<file path="src/include/afc_pkg.sv">
// =====================================================
// fifo controller constants and types
package afc_pkg;
  // clock and geometry
  localparam int CLK_NS = 20;
  localparam int DEPTH = 512;
  localparam int WORD_W = 9;
  localparam int NDEV = 2;
  localparam int SYNC_STAGES = 2;
  localparam int CNT_W = 10;
  // =====================================================
  // pin timing of the buffer, in ns
  localparam int T_STB_PW_NS = 20;
  localparam int T_STB_REC_NS = 10;
  localparam int T_ACCESS_NS = 20;
  localparam int T_FLAG_NS = 20;
  localparam int T_MR_PW_NS = 20;
  localparam int T_STB_PRE_NS = 20;
  localparam int T_MR_REC_NS = 10;
  localparam int T_RT_PW_NS = 20;
  localparam int T_RT_REC_NS = 10;
  // least times round up, never below one cycle
  function automatic int ns2cyc(input int ns);
    int c;
    c = (ns + CLK_NS - 1) / CLK_NS;
    return (c < 1) ? 1 : c;
  endfunction
  localparam logic [7:0] MR_LOW_CYC =
    8'(ns2cyc(T_MR_PW_NS) + ns2cyc(T_STB_PRE_NS));
  localparam logic [7:0] MR_REC_CYC = 8'(ns2cyc(T_MR_REC_NS));
  localparam logic [7:0] WR_LOW_CYC = 8'(ns2cyc(T_STB_PW_NS));
  localparam logic [7:0] STB_REC_CYC = 8'(ns2cyc(T_STB_REC_NS));
  localparam logic [7:0] RD_LOW_CYC =
    8'(ns2cyc(T_ACCESS_NS) + SYNC_STAGES + 1);
  localparam logic [7:0] RT_LOW_CYC = 8'(ns2cyc(T_RT_PW_NS));
  localparam logic [7:0] RT_REC_CYC = 8'(ns2cyc(T_RT_REC_NS));
  localparam logic [7:0] SETTLE_CYC =
    8'(ns2cyc(T_FLAG_NS) + SYNC_STAGES + 1);
  // =====================================================
  // register map, byte addresses
  localparam logic [7:0] OFS_CTRL = 8'h00;
  localparam logic [7:0] OFS_TX = 8'h04;
  localparam logic [7:0] OFS_CMD = 8'h08;
  localparam logic [7:0] OFS_STATUS = 8'h0C;
  localparam logic [7:0] OFS_RX = 8'h10;
  localparam logic [7:0] OFS_WRCNT = 8'h14;
  // field positions
  localparam int CTRL_DEPTH_BIT = 0;
  localparam int CTRL_LEAD_BIT = 1;
  localparam int CMD_POP_BIT = 0;
  localparam int CMD_CLEAR_BIT = 1;
  localparam int CMD_REPLAY_BIT = 2;
  localparam int ST_BUSY_BIT = 0;
  localparam int ST_EMPTY_BIT = 1;
  localparam int ST_FULL_BIT = 2;
  localparam int ST_HALF_BIT = 3;
  localparam int ST_REFUSED_BIT = 4;
  localparam int ST_RXVALID_BIT = 5;
  // reset values
  localparam logic [1:0] CTRL_RST = 2'h0;
  localparam logic [WORD_W-1:0] WORD_RST = 9'h000;
  // =====================================================
  typedef enum logic [3:0] {
    ST_POR, ST_IDLE, ST_CLR_LOW, ST_CLR_REC, ST_WR_LOW, ST_WR_REC,
    ST_RD_LOW, ST_RD_REC, ST_RT_LOW, ST_RT_REC, ST_SETTLE
  } afc_state_t;
  // pins arriving from the buffer, synchronised as one bundle
  typedef struct packed {
    logic [NDEV-1:0] full_n;
    logic [NDEV-1:0] empty_n;
    logic half_n;
    logic [WORD_W-1:0] word;
  } afc_pins_in_t;
endpackage

</file>
<file path="src/rtl/afc_sync.sv">
`timescale 1ns/1ps
// =====================================================
// two-flop synchroniser, one chain per bit
module afc_sync #(
  parameter int W = 14
) (
  input wire logic pclk,
  input wire logic presetn,
  input wire logic [W-1:0] d,
  output logic [W-1:0] q
);
  logic [W-1:0] meta_reg;
  genvar i;
  // first stage is read by the second stage only
  generate
    for (i = 0; i < W; i++) begin : g_bit
      always_ff @(posedge pclk or negedge presetn) begin
        if (!presetn) begin
          meta_reg[i] <= 1'b1;
          q[i] <= 1'b1;
        end else begin
          meta_reg[i] <= d[i];
          q[i] <= meta_reg[i];
        end
      end
    end
  endgenerate
endmodule

</file>
<file path="src/rtl/afc_timer.sv">
`timescale 1ns/1ps
// =====================================================
// down counter that times each pin phase
module afc_timer (
  input wire logic pclk,
  input wire logic presetn,
  input wire logic load,
  input wire logic [7:0] load_val,
  output logic done
);
  logic [7:0] count_reg;
  logic [7:0] count_next;
  // a load wins over counting; stops at zero
  assign count_next = load ? load_val :
    (count_reg == 8'h00) ? 8'h00 : count_reg - 8'h01;
  assign done = (count_reg == 8'h00);
  always_ff @(posedge pclk or negedge presetn) begin
    if (!presetn) begin
      count_reg <= 8'h00;
    end else begin
      count_reg <= count_next;
    end
  end
endmodule

</file>
<file path="src/rtl/afc_ctrl.sv">
`timescale 1ns/1ps
// Notes on behaviour
// - controller clears buffer after power up; strobes high around clear.
// - controller keeps both strobes high during and after replay.
// - replay only when writes since clear do not exceed depth.
// - standalone: token input tied low, lead select tied high.
// - depth chain formed during clear; lead device has select low. Straps here follow a ctrl write one cycle later, clear or not.
// - depth chain: composite full and empty formed by or-ing flags.
// - never read while empty flag low, never write while full.
module afc_ctrl (
  input wire logic pclk,
  input wire logic presetn,
  input wire logic psel,
  input wire logic penable,
  input wire logic pwrite,
  input wire logic [7:0] paddr,
  input wire logic [31:0] pwdata,
  output logic [31:0] prdata,
  output logic pready,
  output logic pslverr,
  output logic push_pulse,
  output logic pop_pulse,
  output logic [8:0] input_word,
  output logic global_clear_n,
  output logic replay_n,
  output logic chain_token_in_o,
  output logic chain_token_in_oe,
  output logic lead_device_sel,
  input wire logic [8:0] output_word,
  input wire logic [1:0] empty_flag_n,
  input wire logic [1:0] full_flag_n,
  input wire logic half_flag_n
);
  // =====================================================
  // declarations
  afc_pkg::afc_state_t state_reg, state_next;
  afc_pkg::afc_pins_in_t pin_raw, pin_s;
  logic [7:0] tmr_val;
  logic tmr_done;
  logic [31:0] prdata_reg;
  logic pready_reg, pslverr_reg;
  logic push_reg, pop_reg, clear_n_reg, replay_n_reg;
  logic [8:0] tx_word_reg, rx_word_reg;
  logic tie_o_reg, tie_oe_reg, lead_sel_reg;
  logic depth_mode_reg, lead_first_reg;
  logic refused_reg, rx_valid_reg;
  logic [afc_pkg::CNT_W-1:0] wr_count_reg;

  function automatic logic reg_hit(input logic [7:0] a,
                                   input logic [7:0] o);
    return a == o;
  endfunction

  // =====================================================
  // pin inputs: every buffer pin passes two flops first
  assign pin_raw = {full_flag_n, empty_flag_n, half_flag_n, output_word};
  afc_sync #(.W($bits(afc_pkg::afc_pins_in_t))) u_sync (
    .pclk(pclk),
    .presetn(presetn),
    .d(pin_raw),
    .q(pin_s)
  );

  // composite flags; only device 0 counts when standalone
  // or-ing chain flags
  wire comp_full_n = depth_mode_reg ? |pin_s.full_n : pin_s.full_n[0];
  wire comp_empty_n = depth_mode_reg ? |pin_s.empty_n : pin_s.empty_n[0];
  wire is_full = !comp_full_n;
  wire is_empty = !comp_empty_n;
  wire is_half = !depth_mode_reg && !pin_s.half_n;

  // =====================================================
  // apb decode: setup cycle arms a one-cycle access phase
  wire apb_setup = psel && !penable;
  wire apb_done = psel && penable && pready_reg;
  wire wr_en = apb_done && pwrite;
  wire rd_en = apb_done && !pwrite;
  wire hit_ctrl = reg_hit(paddr, afc_pkg::OFS_CTRL);
  wire hit_tx = reg_hit(paddr, afc_pkg::OFS_TX);
  wire hit_cmd = reg_hit(paddr, afc_pkg::OFS_CMD);
  wire hit_st = reg_hit(paddr, afc_pkg::OFS_STATUS);
  wire hit_rx = reg_hit(paddr, afc_pkg::OFS_RX);
  wire hit_cnt = reg_hit(paddr, afc_pkg::OFS_WRCNT);
  wire mapped = hit_ctrl | hit_tx | hit_cmd | hit_st | hit_rx | hit_cnt;

  // status word shows the controller and buffer state
  wire [5:0] status_word = {rx_valid_reg, refused_reg, is_half,
                            is_full, is_empty, state_reg != afc_pkg::ST_IDLE};
  wire [31:0] rd_word =
    hit_ctrl ? {30'h0, lead_first_reg, depth_mode_reg} :
    hit_tx ? {23'h0, tx_word_reg} :
    hit_st ? {26'h0, status_word} :
    hit_rx ? {23'h0, rx_word_reg} :
    hit_cnt ? {22'h0, wr_count_reg} : 32'h0;

  // =====================================================
  // command acceptance; busy or unsafe requests are refused
  wire idle = (state_reg == afc_pkg::ST_IDLE);
  wire tx_req = wr_en && hit_tx;
  wire cmd_req = wr_en && hit_cmd;
  wire want_pop = cmd_req && pwdata[afc_pkg::CMD_POP_BIT];
  wire want_clr = cmd_req && pwdata[afc_pkg::CMD_CLEAR_BIT];
  wire want_rt = cmd_req && pwdata[afc_pkg::CMD_REPLAY_BIT];
  wire go_clr = want_clr && idle;
  wire rt_ok = wr_count_reg <= afc_pkg::CNT_W'(afc_pkg::DEPTH);
  wire go_rt = want_rt && !want_clr && idle && !depth_mode_reg && rt_ok;
  wire go_push = tx_req && idle && !is_full;
  wire go_pop = want_pop && !want_clr && !want_rt && idle && !is_empty;
  wire any_req = tx_req || want_pop || want_clr || want_rt;
  wire refuse = any_req && !(go_clr || go_rt || go_push || go_pop);

  // =====================================================
  // sequencer: each pin phase lasts a timed number of cycles
  always_comb begin
    state_next = state_reg;
    case (state_reg)
      afc_pkg::ST_POR: state_next = afc_pkg::ST_CLR_LOW;
      afc_pkg::ST_IDLE: begin
        if (go_clr) state_next = afc_pkg::ST_CLR_LOW;
        else if (go_rt) state_next = afc_pkg::ST_RT_LOW;
        else if (go_push) state_next = afc_pkg::ST_WR_LOW;
        else if (go_pop) state_next = afc_pkg::ST_RD_LOW;
      end
      afc_pkg::ST_CLR_LOW: if (tmr_done) state_next = afc_pkg::ST_CLR_REC;
      afc_pkg::ST_WR_LOW: if (tmr_done) state_next = afc_pkg::ST_WR_REC;
      afc_pkg::ST_RD_LOW: if (tmr_done) state_next = afc_pkg::ST_RD_REC;
      afc_pkg::ST_RT_LOW: if (tmr_done) state_next = afc_pkg::ST_RT_REC;
      afc_pkg::ST_CLR_REC, afc_pkg::ST_WR_REC,
      afc_pkg::ST_RD_REC, afc_pkg::ST_RT_REC: begin
        if (tmr_done) state_next = afc_pkg::ST_SETTLE;
      end
      afc_pkg::ST_SETTLE: if (tmr_done) state_next = afc_pkg::ST_IDLE;
      default: state_next = afc_pkg::ST_IDLE;
    endcase
  end

  // phase length of the state being entered, minus one
  always_comb begin
    case (state_next)
      afc_pkg::ST_CLR_LOW: tmr_val = afc_pkg::MR_LOW_CYC - 8'h01;
      afc_pkg::ST_CLR_REC: tmr_val = afc_pkg::MR_REC_CYC - 8'h01;
      afc_pkg::ST_WR_LOW: tmr_val = afc_pkg::WR_LOW_CYC - 8'h01;
      afc_pkg::ST_RD_LOW: tmr_val = afc_pkg::RD_LOW_CYC - 8'h01;
      afc_pkg::ST_RT_LOW: tmr_val = afc_pkg::RT_LOW_CYC - 8'h01;
      afc_pkg::ST_RT_REC: tmr_val = afc_pkg::RT_REC_CYC - 8'h01;
      afc_pkg::ST_SETTLE: tmr_val = afc_pkg::SETTLE_CYC - 8'h01;
      default: tmr_val = afc_pkg::STB_REC_CYC - 8'h01;
    endcase
  end

  afc_timer u_timer (
    .pclk(pclk),
    .presetn(presetn),
    .load(state_next != state_reg),
    .load_val(tmr_val),
    .done(tmr_done)
  );

  // pin levels follow the next state so they leave flops aligned
  // strobes high across clear
  wire clear_n_next = (state_next != afc_pkg::ST_CLR_LOW);
  wire replay_n_next = (state_next != afc_pkg::ST_RT_LOW);
  wire push_next = (state_next != afc_pkg::ST_WR_LOW);
  wire pop_next = (state_next != afc_pkg::ST_RD_LOW);
  // sample word late in pop low
  wire capture = (state_reg == afc_pkg::ST_RD_LOW) && tmr_done;
  wire cnt_max = (wr_count_reg == afc_pkg::CNT_W'(afc_pkg::DEPTH + 1));

  // =====================================================
  // state, pins and data
  always_ff @(posedge pclk or negedge presetn) begin
    if (!presetn) begin
      state_reg <= afc_pkg::ST_POR;
      push_reg <= 1'b1;
      pop_reg <= 1'b1;
      clear_n_reg <= 1'b1;
      replay_n_reg <= 1'b1;
    end else begin
      state_reg <= state_next;
      push_reg <= push_next;
      pop_reg <= pop_next;
      clear_n_reg <= clear_n_next;
      replay_n_reg <= replay_n_next;
    end
  end

  // word held after push rises, so data hold is met for free
  always_ff @(posedge pclk or negedge presetn) begin
    if (!presetn) begin
      tx_word_reg <= afc_pkg::WORD_RST;
      rx_word_reg <= afc_pkg::WORD_RST;
    end else begin
      if (go_push) tx_word_reg <= pwdata[8:0];
      if (capture) rx_word_reg <= pin_s.word;
    end
  end

  // writes since the last clear, saturating one past depth
  always_ff @(posedge pclk or negedge presetn) begin
    if (!presetn) begin
      wr_count_reg <= '0;
    end else if (state_reg == afc_pkg::ST_CLR_LOW) begin
      wr_count_reg <= '0;
    end else if (go_push && !cnt_max) begin
      wr_count_reg <= wr_count_reg + afc_pkg::CNT_W'(1);
    end
  end

  // sticky flags; a set in the clearing cycle wins
  always_ff @(posedge pclk or negedge presetn) begin
    if (!presetn) begin
      refused_reg <= 1'b0;
      rx_valid_reg <= 1'b0;
    end else begin
      refused_reg <= refuse || (refused_reg && !(rd_en && hit_st));
      rx_valid_reg <= capture || (rx_valid_reg && !(rd_en && hit_rx));
    end
  end

  // mode bits; a chain change takes hold at once, the straps follow one cycle later
  always_ff @(posedge pclk or negedge presetn) begin
    if (!presetn) begin
      {lead_first_reg, depth_mode_reg} <= afc_pkg::CTRL_RST;
    end else if (wr_en && hit_ctrl) begin
      depth_mode_reg <= pwdata[afc_pkg::CTRL_DEPTH_BIT];
      lead_first_reg <= pwdata[afc_pkg::CTRL_LEAD_BIT];
    end
  end

  // strap pins; token input released in chain so the ring drives it
  // standalone ties
  always_ff @(posedge pclk or negedge presetn) begin
    if (!presetn) begin
      tie_o_reg <= 1'b0;
      tie_oe_reg <= 1'b1;
      lead_sel_reg <= 1'b1;
    end else begin
      tie_o_reg <= 1'b0;
      tie_oe_reg <= !depth_mode_reg;
      lead_sel_reg <= !(depth_mode_reg && lead_first_reg);
    end
  end

  // apb slave: fixed one-cycle access, error on unmapped address
  always_ff @(posedge pclk or negedge presetn) begin
    if (!presetn) begin
      pready_reg <= 1'b0;
      pslverr_reg <= 1'b0;
      prdata_reg <= 32'h0;
    end else begin
      pready_reg <= apb_setup;
      pslverr_reg <= apb_setup && !mapped;
      prdata_reg <= (apb_setup && !pwrite) ? rd_word : 32'h0;
    end
  end

  assign prdata = prdata_reg;
  assign pready = pready_reg;
  assign pslverr = pslverr_reg;
  assign push_pulse = push_reg;
  assign pop_pulse = pop_reg;
  assign input_word = tx_word_reg;
  assign global_clear_n = clear_n_reg;
  assign replay_n = replay_n_reg;
  assign chain_token_in_o = tie_o_reg;
  assign chain_token_in_oe = tie_oe_reg;
  assign lead_device_sel = lead_sel_reg;
endmodule

</file>
<file path="config.mk">
export PLATFORM = sky130hd
export DESIGN_NAME = afc_ctrl
export DESIGN_NICKNAME = d
export VERILOG_FILES = /design/src/include/afc_pkg.sv /design/src/rtl/afc_sync.sv /design/src/rtl/afc_timer.sv /design/src/rtl/afc_ctrl.sv
export SDC_FILE = /design/constraint.sdc
export NUM_CORES = 1
export LEC_CHECK = 0
export BUFFER_PORTS_ARGS = -buffer_cell sky130_fd_sc_hd__buf_2
export CORE_ASPECT_RATIO = 0.5
export CORE_MARGIN = 3
export CORE_UTILIZATION = 57
export CTS_CLUSTER_DIAMETER = 200
export CTS_CLUSTER_SIZE = 12
export DETAILED_ROUTE_END_ITERATION = 7
export PLACE_DENSITY = 0.91
export SYNTH_ARGS = -nofsm -noshare
export SYNTH_HDL_FRONTEND = slang
export SYNTH_SLANG_ARGS = --single-unit
</file>
<file path="constraint.sdc">
create_clock -name pclk -period 4.5 [get_ports pclk]
set_clock_uncertainty 0.05 [all_clocks]
set_input_delay 0.225 -clock pclk [delete_from_list [all_inputs] [get_ports pclk]]
set_output_delay 0.225 -clock pclk [all_outputs]
set_load 0.02 [all_outputs]
</file>
Yosys cells after proc, flatten, opt, wreduce, memory -nomap -nowiden
Cells that the tools add are included.

Add/subtract/negate cells: 2. Magnitude comparators: 1. Eq/ne operators: 25. Multiplexer cells: 24. Bitwise gates (word level): 5. Reduce and logical (&&, ||, !) cells: 63.

Operator list (count): two-way mux 10 bit (8); two-way mux 4 bit (10); logical AND 1 bit (33); one-hot mux 4 bit (8 select lines) (1); equality test 4 x 3 -> 1 bit, second input constant (5); equality test 4 bit, second input constant (4); equality test 8 x 4 -> 1 bit, second input constant (2); equality test 8 x 5 -> 1 bit, second input constant (2); zero test 8 bit (2); two-way mux 8 bit (2); zero test 1 bit (14); equality test 4 x 2 -> 1 bit, second input constant (3); adder 10 x 1 -> 10 bit, second input constant (1); equality test 10 bit, second input constant (1); <= comparator 10 bit, second input constant (1); equality test 8 x 3 -> 1 bit, second input constant (1); logical OR 1 bit (8); inequality test 4 x 3 -> 1 bit, second input constant (2); subtractor 8 x 1 -> 8 bit, second input constant (1); OR reduction 2 bit (3); bitwise OR 1 bit (5); equality test 4 x 1 -> 1 bit, second input constant (1); zero test 4 bit (1); inequality test 4 x 1 -> 1 bit, second input constant (1); 7 further kinds (8).

Flip-flop bits (word level): 90. Bits of input ports: 59.

Logic depth before layout (Yosys ltp)
Word-level depth: 19. Depth in mapped cells: 10.

Modules after synthesis
From an unflattened synthesis, not the netlist that was laid out.

Cell total of the unflattened synthesis: 407. Area total of the unflattened synthesis: 4326.6 um^2.

By module, submodules not included: afc_ctrl (times used 1, cells each 330, area an instance 3121.7 um^2, seq. area each 1358.8 um^2); afc_sync (times used 1, cells each 28, area an instance 735.7 um^2, seq. area each 735.7 um^2); afc_timer (times used 1, cells each 49, area an instance 469.2 um^2, seq. area each 200.2 um^2).

Least setup slack after synthesis
OpenSTA, ideal clock, no wires.

Path type: reg-to-reg. Start point: reg wr_count_reg[0] in the netlist's numbering. End point: reg u_timer.count_reg[2]. Data arrival time: 2.254 ns. Required time: 4.370 ns. Setup slack: 2.116 ns. Cell stages (with the launch flop): 10. Path buffers: 0. Clock period less this slack: 2.384 ns. Cells stage by stage: dfrtp_1 inv_1 ha_1 and3b_1 a31oi_1 nor3b_1 or4b_1 a32oi_1 nand3_1 a21oi_1.

Cells in the longest elaborated chain, start to end: 7.

Ends and longest elaborated chain: from (decl) (line afc_ctrl.sv:47) `logic [afc_pkg::CNT_W-1:0] wr_count_reg;`; from (signal assigned) (line afc_ctrl.sv:205) `wr_count_reg <= wr_count_reg + afc_pkg::CNT_W'(1);`; <= comparator 10 bit (line afc_ctrl.sv:105) `wire rt_ok = wr_count_reg <= afc_pkg::CNT_W'(afc_pkg::DEPTH);`; logical AND 1 bit (line afc_ctrl.sv:106) `wire go_rt = want_rt && !want_clr && idle && !depth_mode_reg && rt_ok;`; two-way mux 4 bit (line afc_ctrl.sv:120) `else if (go_rt) state_next = afc_pkg::ST_RT_LOW;`; two-way mux 4 bit (line afc_ctrl.sv:119) `if (go_clr) state_next = afc_pkg::ST_CLR_LOW;`; one-hot mux 4 bit (8 select lines) (line afc_ctrl.sv:116) `case (state_reg)`; inequality test 4 bit (line afc_ctrl.sv:154) `.load(state_next != state_reg),`; two-way mux 8 bit (line afc_timer.sv:14) `assign count_next = load ? load_val :`; net u_timer.count_next[2] (line afc_timer.sv:12) `logic [7:0] count_next;`; to (signal assigned) (line afc_timer.sv:21) `count_reg <= count_next;`; to (decl) (line afc_timer.sv:11) `logic [7:0] count_reg;`.

The timed path passes the listed nets, and every way through them passes these cells. A chain may end at the register's enable or synchronous reset.

Final worst setup path
Ends and elaborated chain as after synthesis.

==> flow_metrics.py <==
metrics = {
    "synthesis": {
        "syn-instance-count": 373,
        "synthFlopType": "dfrtp_1",
        "synthTopCellsByArea": "dfrtp_1, dfstp_2, mux2_2",
        "syn_avg_cell_area_um2": 11.3,
        "yosys_warnings": 0,
        "synth_cell_type_count": 60,
        "synth-seq-cells": 90,
        "async_flop_share_pct": 100,
        "synth_edf_count": 0,
        "synth_area_leader_cell": "dfrtp_1",
        "netlist_area_mm2": 0.00421,
        "netlist.area_leader.share_pct": 33.3,
        "yosysSeqAreaShare_pct": 54.6,
    },
    "power_and_ir_drop": {
        "p_seq_share_pct": 42.8,
        "p_int_mw": 1.48,
        "p_comb_share_pct": 24.3,
        "power_leakage_nw": 2.30,
        "power.density_mw_per_mm2": 448,
        "netSwitchingPower_mw": 0.721,
        "clkPwrFrac_pct": 32.9,
        "sw_frac_of_total_pct": 32.7,
        "total_power_mw": 2.21,
        "ir_worst_vdd_mv": 0.288,
    },
    "timing": {
        "fin_ws_ps": 1680,
        "fin_tns_setup_ps": 0,
        "final_max_slew_viol_count": 0,
        "fin_crit_sh_pct": 62.8,
        "setup_viol": 0,
        "hold_violations": 0,
        "slew_headroom_pct": 28.9,
        "fin_crit_ps": 2820,
        "tightest_slew_ps": 1070,
        "fmax_mhz": 354,
        "rsz0062_at_grt": "no",
    },
    "min_path": {
        "hold_path.class": "in2async",
    },
    "finish": {
        "antennaDiodeCount": 0,
        "fin_cells": 545,
        "final_nets": 512,
        "area_delta_synth_final_pct": 17.2,
        "post-route-util_pct": 71.3,
        "fill_cells": 450,
        "layout-drive-gt1-share_pct": 34.9,
    },
    "floorplan": {
        "ios": 109,
        "fp-row-count": 21,
        "die_h_um": 66.7,
        "dieArea_mm2": 0.00851,
        "die_w_um": 127,
        "initial_utilization_pct": 60.9,
        "coreArea_mm2": 0.00691,
    },
    "setup_path": {
        "crit_required_ps": 4720,
        "critPathCaptureType": "flip-flop",
        "critPathKind": "reg2reg",
        "worst-path-max-fanout": 6,
        "crit_path_start_kind": "flip-flop",
        "cp.arrival_ps": 3040,
    },
    "run_status": {
        "status": "finished, final reports clean",
    },
    "cts": {
        "cts_made_buffers": 9,
        "clk_pin_slew_worst_paths_ps": 60,
        "root_buffer": "clkbuf_16",
        "postCtsSetupBuffers": 0,
        "clk_latency_ps": 340,
        "clk_path_buf_depth": 2,
        "htree_levels": 3,
        "cts.sinks": 90,
        "cts_tree": "yes",
    },
    "grt": {
        "grtUsageTotal_pct": 21.9,
        "grt_max_degree": 91,
        "grt_pass1_vias": 2856,
        "overflow": 0,
        "grt_antenna_before_repair": 0,
        "grt_pass1_wl_mm": 14.2,
    },
    "placement": {
        "place_ws_ps": 1700,
        "dp_cells": 515,
        "hpwl_mm": 5.73,
        "gp_congestion": 0.833,
        "io_buffer_count": 62,
    },
    "detailed_routing": {
        "drc": 0,
        "vias_per_cell": 5.58,
        "wl_per_cell_um": 16.0,
        "dr.pass1.iters": 4,
        "drtAntennaViolNets": 0,
        "wl_mm": 8.73,
        "drt_iter0_drc": 355,
        "dr_total_vias": 3041,
    },
    "run": {
        "maxCapViolCount": 0,
    },
}
power by group through the flow:
stage / Sequential, mW / Combinational [mW] / Clock, mW
2_1_floorplan: 0.925 / 0.447 / 0
3_3_place_gp: 0.950 / 0.505 / 0
3_5_place_dp: 0.954 / 0.519 / 0
4_1_cts: 0.941 / 0.532 / 0.735
5_1_grt: 0.951 / 0.604 / 0.778
6_report: 0.944 / 0.535 / 0.726
routing by layer:
metal	wire (µm)	vias to the layer above	track usage [%]
li1	-	1413	-
met1	3740	1486	29.1
met2	4190	119	35.1
met3	602	23	6.49
met4	195	0	6.15
met5	0	-	0
worst max-delay path: stages (launching register included):
cell,delay [ps]
dfrtp_1,480
inv_1,110
ha_1,230
and3b_1,160
a31oi_1,190
nor3b_1,80
or4b_1,560
a32oi_1,400
nand3_1,290
a21oi_1,190
final timing paths:
kind / slack (ps) / cells after the start / to / startpoint
min reg2reg: 300 / 0 / u_sync.q[9]$_DFF_PN1_ / u_sync.meta_reg[9]$_DFF_PN1_
min in group pclk: 60 / 2 / prdata[0]$_DFF_PN0_ / pwrite
max reg2reg: 1680 / 9 / u_timer.count_reg[2]$_DFF_PN0_ / wr_count_reg[0]$_DFFE_PN0P_
max in group asynchronous: 3700 / 1 / state_reg[0]$_DFF_PN0_ / presetn
min: 20 / 1 / rx_word_reg[8]$_DFFE_PN0P_ / presetn
max: 1680 / 9 / u_timer.count_reg[2]$_DFF_PN0_ / wr_count_reg[0]$_DFFE_PN0P_
stage by stage:
step | cell area (µm²) | hold WS [ps]
global route | 4930 | 50.4
floorplan | 4290 | -121
finish | 4930 | 15.8
CTS | 4930 | 40.6
global placement | 4490 | 281
detailed placement | 4490 | 281
logic make-up after synthesis:
logic type / share of synthesized area, %
buffers and inverters: 6.58
AND/OR/NAND/NOR: 17.3
XOR/XNOR: 2.29
multiplexers: 8.48
other: 0.0892
adder cells (fa/ha/maj): 1.73
flip-flops: 54.6
AO/OA/AOI/OAI: 8.99
cell usage in the layout, fill, tap and decap left out, drive strengths merged, types with 4 or more instances in the layout:
master,Yosys,final
inv,11,15
buf,30,63
nor2,38,38
ha,5,5
or3,4,4
conb,1,23
xor2,8,8
dlygate4sd3,0,14
and2,4,4
a21oi,17,17
clkbuf,5,10
dfstp,34,34
nand3,7,7
and3,4,4
dfrtp,56,56
nor3,9,9
nor4,7,7
a22oi,4,4
nand2b,6,6
nand4,7,7
nand2,25,25
o21ai,16,16
mux2,29,29
Yosys cell counts (5+ instances only):
library cell	count
nand3_1	7
o21ai_0	15
mux2_2	29
nand2_1	23
dfrtp_1	56
clkbuf_1	5
nand2b_1	6
buf_2	5
inv_1	11
buf_4	24
nor3_1	7
xor2_1	8
nor4_1	6
a21oi_1	17
nand4_1	6
dfstp_2	34
nor2_1	37
ha_1	5
layout make-up:
type	count	area, µm²	area share (%)
inverters	11	41.3	0.838
multi-input cells	259	1720	35.0
well taps	92	115	2.34
repair buffers	77	460	9.34
clock buffers	10	239	4.85
clock inverters	6	53.8	1.09
flip-flops and latches	90	2290	46.6
repair_timing:
| action | CTS | global route |
|---|---|---|
| hold buffers | 14 | 0 |
| gates resized for setup | 0 | 0 |
| endpoints found under the hold margin | 14 | 0 |
No activity file was read; power rests on OpenSTA's default activity.
